File: src/core/timer8_pkg.sv
// Constants and types shared by the 8-bit one-shot/PWM timer
package timer8_pkg;
   localparam int          CNT_W          = 8;
   localparam logic [7:0]  CNT_RESET_VAL  = 8'hfc;
   localparam logic [7:0]  CNT_RELOAD_VAL = 8'hfc;
   localparam logic [7:0]  CAPTURE_TRIG_VAL = 8'hfd;
   localparam logic [7:0]  CMP_RESET_VAL  = 8'h00;
   localparam logic [1:0]  DIV_SEL_4      = 2'h0;
   localparam logic [1:0]  DIV_SEL_2      = 2'h1;
   localparam logic [1:0]  DIV_SEL_8      = 2'h2;
   localparam logic [1:0]  DIV_SEL_8000   = 2'h3;
   localparam int          PRESC_2        = 2;
   localparam int          PRESC_4        = 4;
   localparam int          PRESC_8        = 8;
   localparam int          PRESC_8000     = 8000;
   localparam int          PRESC_W        = 13;
   typedef enum logic [1:0] {MODE_PLAIN, MODE_ONE_SHOT, MODE_PWM} timer_mode_t;
endpackage

File: src/core/timer8_prescaler.sv
// Tick generator: divides the CPU clock by the selected prescaler factor
`timescale 1ns/1ns
module timer8_prescaler #(
   parameter int SLOW_DIV = timer8_pkg::PRESC_8000
) (
   input  wire logic       clk_sys_in,
   input  wire logic       reset_in,
   input  wire logic       run_in,
   input  wire logic [1:0] div_sel_in,
   output logic            tick_out
);
   import timer8_pkg::*;

   logic [PRESC_W-1:0] cnt_q;
   logic [PRESC_W-1:0] limit;

   always_comb begin
      unique case (div_sel_in)
         DIV_SEL_4: limit = PRESC_W'(PRESC_4 - 1);
         DIV_SEL_2: limit = PRESC_W'(PRESC_2 - 1);
         DIV_SEL_8: limit = PRESC_W'(PRESC_8 - 1);
         DIV_SEL_8000: limit = PRESC_W'(SLOW_DIV - 1);
      endcase
   end

   // Frozen while halted, so the count resumes where it stopped
   always_ff @(posedge clk_sys_in) begin
      if (reset_in) begin
         // Starting at one makes the first tick after a restart land a whole period later
         cnt_q    <= PRESC_W'(1);
         tick_out <= 1'b0;
      end else if (!run_in) begin
         tick_out <= 1'b0;
      end else if (cnt_q >= limit) begin
         cnt_q    <= '0;
         tick_out <= 1'b1;
      end else begin
         cnt_q    <= cnt_q + PRESC_W'(1);
         tick_out <= 1'b0;
      end
   end
endmodule

File: src/core/timer8_pulse_core.sv
// 8-bit free-running timer with one-shot and PWM modes, capture, compare and flags
`timescale 1ns/1ns
// What this block does
// - One-shot trigger edge loads counter FCh, drives during-pulse level, sets flag, captures.
// - One-shot trigger polarity follows the trigger edge select bit.
// - One-shot compare-1 match drives the after-pulse level.
// - One-shot trigger sets capture flag one, interrupting if capture enable set.
// - Capture flag clears after status read seeing it, then capture register access.
// - One-shot pulse lasts compare-1 value plus five prescaled ticks.
// - One-shot never sets compare flag one; compare two still flags.
// - PWM and one-shot both selected means PWM only.
// - Equal output levels hold the pin constant in one-shot or PWM.
// - One-shot: trigger pin stores fixed FDh, not the count; second capture pin works normally.
// - PWM compare values update only at the compare-2 match.
// - PWM compare-1 match drives after-pulse level, compare-2 drives during-pulse.
// - PWM compare-2 match reloads the counter with FCh.
// - PWM period and pulse equal compare value plus five ticks.
// - After-level 1, during-level 0 gives high time compare2 minus compare1.
// - PWM mode never sets either compare flag.
// - PWM compare-2 match sets capture flag one, interrupting if enabled.
// - PWM: trigger pin disconnected; second capture pin still captures.
// - Wait mode does not change timing; enabled interrupts wake from wait.
// - Halt stops the counter; interrupt wake resumes, reset restarts.
// - Capture edge during halt arms; on wake flag sets and exit count stored.
// - Five event flags; each can exit wait, none can exit halt.
// - One interrupt line: flag, its enable, and global mask clear.
// - Division field 00 /4, 01 /2, 10 /8, 11 /8000.
// - Edge select 1 chooses rising, 0 chooses falling.
module timer8_pulse_core #(
   parameter int SLOW_DIV = timer8_pkg::PRESC_8000
) (
   input  wire logic                    clk_sys_in,
   input  wire logic                    reset_in,
   input  wire logic                    halt_in,
   input  wire logic                    global_mask_in,
   input  wire logic                    one_shot_select_in,
   input  wire logic                    pwm_select_in,
   input  wire logic                    pulse_pin_enable_in,
   input  wire logic [1:0]              clock_division_field_in,
   input  wire logic                    after_pulse_level_in,
   input  wire logic                    during_pulse_level_in,
   input  wire logic                    trigger_edge_select_in,
   input  wire logic                    second_edge_select_in,
   input  wire logic                    capture_irq_enable_in,
   input  wire logic                    compare_irq_enable_in,
   input  wire logic                    overflow_irq_enable_in,
   input  wire logic [7:0]              compare_value_first_in,
   input  wire logic [7:0]              compare_value_second_in,
   input  wire logic                    status_read_in,
   input  wire logic                    capture_first_access_in,
   input  wire logic                    capture_second_access_in,
   input  wire logic                    compare_first_access_in,
   input  wire logic                    compare_second_access_in,
   input  wire logic                    counter_access_in,
   input  wire logic                    trigger_input_pin_in,
   input  wire logic                    second_capture_pin_in,
   output logic                         pulse_output_pin_out,
   output logic                         pulse_output_oe_out,
   output logic [7:0]                   counter_out,
   output logic [7:0]                   capture_value_first_out,
   output logic [7:0]                   capture_value_second_out,
   output logic [4:0]                   timer_status_reg_out,
   output logic                         timer_irq_out,
   output logic                         wake_from_wait_out
);
   import timer8_pkg::*;

   timer_mode_t mode;
   logic        tick;
   logic [2:0]  trig_sync_q;
   logic [2:0]  cap2_sync_q;
   logic        trig_lvl_q;
   logic        cap2_lvl_q;
   logic        trig_edge;
   logic        cap2_edge;
   logic        halt_q;
   logic        halt_exit;
   logic        trig_armed_q;
   logic        cap2_armed_q;
   logic [7:0]  cnt_q;
   logic [7:0]  cmp1_act_q;
   logic [7:0]  cmp2_act_q;
   logic        cmp1_hit;
   logic        cmp2_hit;
   logic        capture_flag_first_q;
   logic        capture_flag_second_q;
   logic        compare_flag_first_q;
   logic        compare_flag_second_q;
   logic        tof_q;
   logic [4:0]  seen_q;
   logic        trig_evt;
   logic        cap2_evt;
   logic        pwm_period_end;
   logic        ovf_evt;
   logic        irq_d;
   logic        presc_restart;

   // Edge of a synchronised pin level, direction from the select bit
   function automatic logic edge_hit(input logic prev, input logic now, input logic rising);
      edge_hit = rising ? (!prev && now) : (prev && !now);
   endfunction

   // Status-read-then-access clear; a set in the same cycle wins
   function automatic logic flag_next(input logic q, input logic set, input logic seen,
                                      input logic access);
      flag_next = set | (q & !(seen & access));
   endfunction

   always_comb begin
      if (pwm_select_in) begin
         mode = MODE_PWM;
      end else if (one_shot_select_in) begin
         mode = MODE_ONE_SHOT;
      end else begin
         mode = MODE_PLAIN;
      end
   end

   // A free-running divider would cut the first pulse tick short by a random phase
   assign presc_restart = reset_in || (mode == MODE_ONE_SHOT && trig_evt);

   timer8_prescaler #(.SLOW_DIV(SLOW_DIV)) u_presc (
      .clk_sys_in (clk_sys_in),
      .reset_in   (presc_restart),
      .run_in     (!halt_in),
      .div_sel_in (clock_division_field_in),
      .tick_out   (tick)
   );

   // Three-stage pin sync; a change counts once stages two and three agree
   always_ff @(posedge clk_sys_in) begin
      if (reset_in) begin
         trig_sync_q <= '0;
         cap2_sync_q <= '0;
      end else begin
         trig_sync_q <= {trig_sync_q[1:0], trigger_input_pin_in};
         cap2_sync_q <= {cap2_sync_q[1:0], second_capture_pin_in};
      end
   end

   always_ff @(posedge clk_sys_in) begin
      if (reset_in) begin
         trig_lvl_q <= 1'b0;
         cap2_lvl_q <= 1'b0;
      end else begin
         if (trig_sync_q[1] == trig_sync_q[2]) begin
            trig_lvl_q <= trig_sync_q[2];
         end
         if (cap2_sync_q[1] == cap2_sync_q[2]) begin
            cap2_lvl_q <= cap2_sync_q[2];
         end
      end
   end

   assign trig_edge = (trig_sync_q[1] == trig_sync_q[2]) &&
                      edge_hit(trig_lvl_q, trig_sync_q[2], trigger_edge_select_in);
   assign cap2_edge = (cap2_sync_q[1] == cap2_sync_q[2]) &&
                      edge_hit(cap2_lvl_q, cap2_sync_q[2], second_edge_select_in);

   // Edges seen while halted only arm; the event fires at halt exit
   always_ff @(posedge clk_sys_in) begin
      if (reset_in) begin
         halt_q       <= 1'b0;
         trig_armed_q <= 1'b0;
         cap2_armed_q <= 1'b0;
      end else begin
         halt_q <= halt_in;
         if (halt_exit) begin
            trig_armed_q <= 1'b0;
            cap2_armed_q <= 1'b0;
         end else if (halt_in) begin
            trig_armed_q <= trig_armed_q | (trig_edge && mode != MODE_PWM);
            cap2_armed_q <= cap2_armed_q | cap2_edge;
         end
      end
   end

   assign halt_exit = halt_q && !halt_in;
   assign trig_evt  = mode != MODE_PWM &&
                      ((trig_edge && !halt_in) || (halt_exit && trig_armed_q));
   assign cap2_evt  = (cap2_edge && !halt_in) || (halt_exit && cap2_armed_q);
   assign cmp1_hit  = tick && cnt_q == cmp1_act_q;
   assign cmp2_hit  = tick && cnt_q == cmp2_act_q;
   assign pwm_period_end = mode == MODE_PWM && cmp2_hit;
   assign ovf_evt   = tick && cnt_q == 8'hff && !pwm_period_end &&
                      !(mode == MODE_ONE_SHOT && trig_evt);

   // Counter; halt freezes the tick, so wait mode and wake-up need nothing special
   always_ff @(posedge clk_sys_in) begin
      if (reset_in) begin
         cnt_q <= CNT_RESET_VAL;
      end else if (mode == MODE_ONE_SHOT && trig_evt) begin
         cnt_q <= CNT_RELOAD_VAL;
      end else if (pwm_period_end) begin
         cnt_q <= CNT_RELOAD_VAL;
      end else if (tick) begin
         cnt_q <= cnt_q + 8'h01;
      end
   end

   // Compare shadows: live outside PWM, reloaded only at period end in PWM
   always_ff @(posedge clk_sys_in) begin
      if (reset_in) begin
         cmp1_act_q <= CMP_RESET_VAL;
         cmp2_act_q <= CMP_RESET_VAL;
      end else if (mode != MODE_PWM || pwm_period_end) begin
         cmp1_act_q <= compare_value_first_in;
         cmp2_act_q <= compare_value_second_in;
      end
   end

   // Capture registers; the one-shot trigger stores the fixed low byte
   always_ff @(posedge clk_sys_in) begin
      if (reset_in) begin
         capture_value_first_out  <= '0;
         capture_value_second_out <= '0;
      end else begin
         if (trig_evt) begin
            capture_value_first_out <= (mode == MODE_ONE_SHOT) ? CAPTURE_TRIG_VAL : cnt_q;
         end
         if (cap2_evt) begin
            capture_value_second_out <= cnt_q;
         end
      end
   end

   // Output pin; stays idle low until the mode drives it
   always_ff @(posedge clk_sys_in) begin
      if (reset_in) begin
         pulse_output_pin_out <= 1'b0;
      end else if (mode == MODE_PWM) begin
         if (pwm_period_end) begin
            pulse_output_pin_out <= during_pulse_level_in;
         end else if (cmp1_hit) begin
            pulse_output_pin_out <= after_pulse_level_in;
         end else if (after_pulse_level_in == during_pulse_level_in) begin
            pulse_output_pin_out <= after_pulse_level_in;
         end
      end else if (mode == MODE_ONE_SHOT) begin
         if (trig_evt) begin
            pulse_output_pin_out <= during_pulse_level_in;
         end else if (cmp1_hit) begin
            pulse_output_pin_out <= after_pulse_level_in;
         end else if (after_pulse_level_in == during_pulse_level_in) begin
            pulse_output_pin_out <= after_pulse_level_in;
         end
      end else if (cmp1_hit) begin
         pulse_output_pin_out <= after_pulse_level_in;
      end
   end

   always_ff @(posedge clk_sys_in) begin
      if (reset_in) begin
         pulse_output_oe_out <= 1'b0;
      end else begin
         pulse_output_oe_out <= pulse_pin_enable_in;
      end
   end

   // Status-read memory: which flags a status read saw set
   always_ff @(posedge clk_sys_in) begin
      if (reset_in) begin
         seen_q <= '0;
      end else if (status_read_in) begin
         seen_q <= {capture_flag_first_q, capture_flag_second_q, compare_flag_first_q, compare_flag_second_q, tof_q};
      end
   end

   always_ff @(posedge clk_sys_in) begin
      if (reset_in) begin
         capture_flag_first_q <= 1'b0;
         capture_flag_second_q <= 1'b0;
         compare_flag_first_q <= 1'b0;
         compare_flag_second_q <= 1'b0;
         tof_q  <= 1'b0;
      end else begin
         capture_flag_first_q <= flag_next(capture_flag_first_q, trig_evt || pwm_period_end, seen_q[4],
                             capture_first_access_in);
         capture_flag_second_q <= flag_next(capture_flag_second_q, cap2_evt, seen_q[3], capture_second_access_in);
         compare_flag_first_q <= flag_next(compare_flag_first_q, cmp1_hit && mode == MODE_PLAIN, seen_q[2],
                             compare_first_access_in);
         compare_flag_second_q <= flag_next(compare_flag_second_q, cmp2_hit && mode != MODE_PWM, seen_q[1],
                             compare_second_access_in);
         tof_q  <= flag_next(tof_q, ovf_evt, seen_q[0], counter_access_in);
      end
   end

   // Halt blocks the request so timer events never end halt
   assign irq_d = !global_mask_in && !halt_in &&
                  ((capture_irq_enable_in && (capture_flag_first_q || capture_flag_second_q)) ||
                   (compare_irq_enable_in && (compare_flag_first_q || compare_flag_second_q)) ||
                   (overflow_irq_enable_in && tof_q));

   always_ff @(posedge clk_sys_in) begin
      if (reset_in) begin
         timer_irq_out      <= 1'b0;
         wake_from_wait_out <= 1'b0;
         counter_out        <= CNT_RESET_VAL;
         timer_status_reg_out <= '0;
      end else begin
         timer_irq_out      <= irq_d;
         wake_from_wait_out <= irq_d;
         counter_out        <= cnt_q;
         timer_status_reg_out <= {capture_flag_first_q, capture_flag_second_q, compare_flag_first_q, compare_flag_second_q, tof_q};
      end
   end

   a_oneshot_reload: assert property (@(posedge clk_sys_in) disable iff (reset_in)
      (mode == MODE_ONE_SHOT && trig_evt) |=> cnt_q == CNT_RELOAD_VAL && capture_flag_first_q)
      else $error("one-shot trigger did not reload counter and set flag");
   a_oneshot_level: assert property (@(posedge clk_sys_in) disable iff (reset_in)
      (mode == MODE_ONE_SHOT && trig_evt) |=> pulse_output_pin_out == $past(during_pulse_level_in))
      else $error("one-shot trigger did not drive during-pulse level");
   a_oneshot_end: assert property (@(posedge clk_sys_in) disable iff (reset_in)
      (mode == MODE_ONE_SHOT && !trig_evt && cmp1_hit) |=>
      pulse_output_pin_out == $past(after_pulse_level_in))
      else $error("one-shot compare did not drive after-pulse level");
   a_no_compare_flag_first_oneshot: assert property (@(posedge clk_sys_in) disable iff (reset_in)
      (mode != MODE_PLAIN && !compare_flag_first_q) |=> !compare_flag_first_q || $past(mode) == MODE_PLAIN)
      else $error("compare flag one set in one-shot or PWM");
   a_pwm_reload: assert property (@(posedge clk_sys_in) disable iff (reset_in)
      pwm_period_end |=> cnt_q == CNT_RELOAD_VAL && capture_flag_first_q &&
      cmp2_act_q == $past(compare_value_second_in))
      else $error("PWM period end did not reload counter");
   a_pwm_shadow_hold: assert property (@(posedge clk_sys_in) disable iff (reset_in)
      (mode == MODE_PWM && !pwm_period_end && $past(mode) == MODE_PWM) |=>
      $stable(cmp1_act_q))
      else $error("PWM compare shadow changed mid-period");
   a_pwm_no_compare_flag_second: assert property (@(posedge clk_sys_in) disable iff (reset_in)
      (mode == MODE_PWM && cmp2_hit && !compare_flag_second_q) |=> !compare_flag_second_q)
      else $error("compare flag two set in PWM");
   a_irq_gated: assert property (@(posedge clk_sys_in) disable iff (reset_in)
      (global_mask_in || halt_in) |=> !timer_irq_out)
      else $error("interrupt raised while masked or halted");
   a_halt_freeze: assert property (@(posedge clk_sys_in) disable iff (reset_in)
      (halt_in && $past(halt_in) && !trig_evt) |=> $stable(cnt_q))
      else $error("counter moved during halt");
endmodule

File: config.mk
export PLATFORM = sky130hd
export DESIGN_NAME = timer8_pulse_core
export DESIGN_NICKNAME = d
export VERILOG_FILES = /design/src/core/timer8_pkg.sv /design/src/core/timer8_prescaler.sv /design/src/core/timer8_pulse_core.sv
export SDC_FILE = /design/constraint.sdc
export NUM_CORES = 1
export LEC_CHECK = 0
export BUFFER_PORTS_ARGS = -buffer_cell sky130_fd_sc_hd__buf_2
export CAP_MARGIN = 20
export CORE_AREA = 2 2 109 100
export DETAILED_ROUTE_END_ITERATION = 10
export DIE_AREA = 0 0 111 102
export PLACE_DENSITY = 0.64
export RECOVER_POWER = 50
export SLEW_MARGIN = 5
export SYNTH_ARGS = -nofsm -noshare
export SYNTH_HDL_FRONTEND = slang
export SYNTH_SLANG_ARGS = --single-unit
File: constraint.sdc
create_clock -name clk_sys_in -period 2.6 [get_ports clk_sys_in]
set_input_delay 0.13 -clock clk_sys_in [delete_from_list [all_inputs] [get_ports clk_sys_in]]
set_output_delay 0.13 -clock clk_sys_in [all_outputs]
set_load 0.01 [all_outputs]
==> results.json <==
{
  "status": "finished clean",
  "nNetsFinal": 534,
  "hold_start": "trigger_input_pin_in",
  "dr.pass1.iters": 5,
  "ff2ff_path_depth": 6,
  "register_area_sq_mm": 0.00182,
  "crit_slowest_cell": "or4_1",
  "p_leak_nw": 1.80,
  "reg2reg_slack_ns": 0.47,
  "antenna_cells": 0,
  "drc": 0,
  "finalHoldViolCount": 0,
  "multi_input_area_sq_mm": 0.00197,
  "fill_cells": 1016,
  "tightest_slew_ns": 1.14,
  "root_buffer": "clkbuf_16",
  "synth_edf_count": 0,
  "syn_area_sq_mm": 0.00400,
  "async_reset_ff_share_pct": 0,
  "port_buffers": 72,
  "synth_nets": 466,
  "grt_use_total_pct": 16.9,
  "holdPathEnd": "trig_sync_q[0]",
  "r2r_start": "cnt_q[4]",
  "top_layer_used": "met4",
  "peakVddDrop_mv": 0.378,
  "numCtsBuffers": 9,
  "wl_met2_um": 4140,
  "wl_um": 9220,
  "row_count": 35,
  "fin_util_pct": 46.3,
  "drt_iter0_drc": 137,
  "path_class": "register to register",
  "cts_max_level": 3,
  "ctsResizeCount": 0,
  "fin_setup_tns_ns": 0,
  "fin_crit_ns": 2.13,
  "setup_viol": 0,
  "die_x_um": 111,
  "fin_crit_sh_pct": 81.9,
  "r2r-end": "pulse_output_pin_out",
  "die_h_um": 102,
  "slew_violations": 0,
  "hp-class": "input port to register",
  "start_kind": "register",
  "worstPathArrival_ns": 2.39,
  "globalplace.congestion": 0.881,
  "max_slew_margin_pct": 24.0,
  "wirelength_met1_um": 4330,
  "clk_pin_slew_ns": 0.07,
  "crit_chain": "clkbuf_1 -> xnor2_1 -> nand3_1 -> or4_1 -> a32o_1 -> a31oi_1",
  "wire_per_inst_um": 15.0,
  "syn-instance-count": 414,
  "cts_setup_buffers": 0,
  "insertion_delay_ns": 0.34,
  "drv_cap": 0,
  "ioPinCount": 73,
  "initial_core_util_pct": 39.5,
  "wl_met3_um": 541,
  "max_stage_delay_ns": 0.56,
  "grt_pass1_wl_um": 15200,
  "grt_pass1_vias": 3080,
  "vias": 3118,
  "antenna_found_initial": 1,
  "clkSinkCount": 91,
  "ctsHoldBuffers": 3,
  "timing.fmax_mhz": 470,
  "core-area_sq_mm": 0.0101,
  "whs_path_depth": 2,
  "area_growth_pct": 17.2,
  "synth_ff_type": "dfxtp_1",
  "ys_types": 52,
  "postSynthAreaPerCell_sq_um": 9.65,
  "fin_worst_skew_ns": 0.00774,
  "rsz0062_at_grt": "false",
  "clockBufferDepth": 2,
  "die_area_sq_mm": 0.0113,
  "grt_max_degree": 47,
  "synth-seq-cells": 91,
  "critPathMaxFanout": 6,
  "layout-drive-gt1-share_pct": 16.6,
  "ant_nets": 0,
  "routed_via_density": 5.06,
  "critPathCaptureType": "register",
  "dp_hpwl_um": 6680,
  "gr-total-overflow": 0,
  "crit_required_ns": 2.86,
  "ys_seq_area_share_pct": 45.6,
  "p_per_area_mw_per_mm2": 611,
  "cts_tree": "yes",
  "ys_warn_count": 0
}
## kinds of logic after synthesis
| logic type | after synthesis | share of synthesized area (%) |
|---|---|---|
| AOI/OAI and AO/OA | 58 | 10.7 |
| DFF | 91 | 45.6 |
| adders and majority gates | 12 | 3.76 |
| and+or+nand+nor | 152 | 19.0 |
| buffers and inverters | 36 | 5.13 |
| muxes | 31 | 7.76 |
| xor gates and xnor gates | 34 | 8.02 |
## power by group
group | total, mW | leakage (nW) | switching, mW | internal [mW]
clock network | 1.23 | 0.137 | 0.569 | 0.663
registers | 1.45 | 0.739 | 0.0240 | 1.42
logic | 0.185 | 0.920 | 0.101 | 0.0840
## synth_stat cells, types with 3 or more instances
library cell  number  area [sq um]
nand4_1            7          43.8
nand3_1            8          40.0
nor2_1            53           199
nor2b_1           18           113
inv_1              8          30.0
ha_1              12           150
mux2i_1           31           310
buf_2              5          25.0
xnor2_1           23           201
a211oi_1          16           120
xor2_1             8          70.1
o21ai_0            9          45.0
buf_6              6          67.6
a21oi_1           12          60.1
nor3_1             8          40.0
o41ai_1            3          26.3
clkbuf_1          14          52.6
nand2b_1           3          18.8
nand2_1           31           116
or2_2              6          37.5
dfxtp_1           91          1820
xnor2_2            3          48.8
## metal layers
metal	vias up	GRT usage (%)
li1	1562	-
met1	1447	22.2
met2	93	26.7
met3	16	4.39
met4	0	7.31
met5	-	0
## final cells by class
type / instances / share of cell area (%)
Inverter: 8 / 0.641
Multi-Input combinational cell: 287 / 42.0
Tap cell: 129 / 3.45
Clock inverter: 7 / 1.28
Sequential cell: 91 / 38.9
Clock buffer: 9 / 4.81
Timing Repair Buffer: 85 / 8.89
## cells in the final DEF (no fill, tap or decap), types with 6 or more instances in the layout
master,synthesis,layout
xor2_1,8,8
nor3_1,8,8
or2_2,6,6
buf_2,5,38
a21oi_1,12,12
nor2_1,53,53
inv_1,8,8
clkbuf_16,0,9
buf_4,2,8
o21ai_0,9,9
a211oi_1,16,16
mux2i_1,31,31
clkbuf_1,14,35
xnor2_1,23,23
ha_1,12,12
nand4_1,7,7
nor2b_1,18,18
dfxtp_1,91,91
nand3_1,8,8
nand2_1,31,31
## worst max-delay path by stage
stage | from | end | cells past startpoint
global placement | cnt_q[6] | cmp1_act_q[0] | 6
finish | cnt_q[4] | pulse_output_pin_out | 6
CTS | cnt_q[6] | cmp1_act_q[2] | 6
detailed placement | cnt_q[6] | cmp1_act_q[2] | 6
floorplan | u_presc.cnt_q[3] | u_presc.cnt_q[11] | 7
global route | reset_in | cnt_q[2] | 4
## through the flow
| stage | hold WS, ns | instances | cell area (sq um) | power [mW] | setup slack (ns) |
|---|---|---|---|---|---|
| 2_1_floorplan | 0.209 | 414 | 4000 | 1.59 | 0.760 |
| 3_3_place_gp | 0.298 | 597 | 4420 | 1.65 | 0.564 |
| 3_5_place_dp | 0.306 | 597 | 4420 | 1.66 | 0.523 |
| 4_1_cts | 0.0153 | 616 | 4730 | 2.90 | 0.503 |
| 5_1_grt | 0.0372 | 616 | 4680 | 2.97 | 0.311 |
| 6_report | 0.0169 | 616 | 4680 | 2.86 | 0.470 |
## worst max-delay path: cells and delay by family (launching register included)
| family | cells | cell delay [ns] |
|---|---|---|
| AO/OA/AOI/OAI | 2 | 0.43 |
| XOR/XNOR | 1 | 0.17 |
| buffers and inverters | 1 | 0.29 |
| flip-flops | 1 | 0.44 |
| AND/OR/NAND/NOR | 2 | 0.73 |
## state kept, by name (all words and copies together) (netlist names), 3 cells and up
name	cells
cap2_sync_q	3
capture_value_first_out	8
capture_value_second_out	8
cmp1_act_q	8
cmp2_act_q	8
cnt_q	8
counter_out	8
seen_q	5
timer_status_reg_out	5
trig_sync_q	3
u_presc.cnt_q	13
Note: power is estimated with default switching activity, not from simulation.
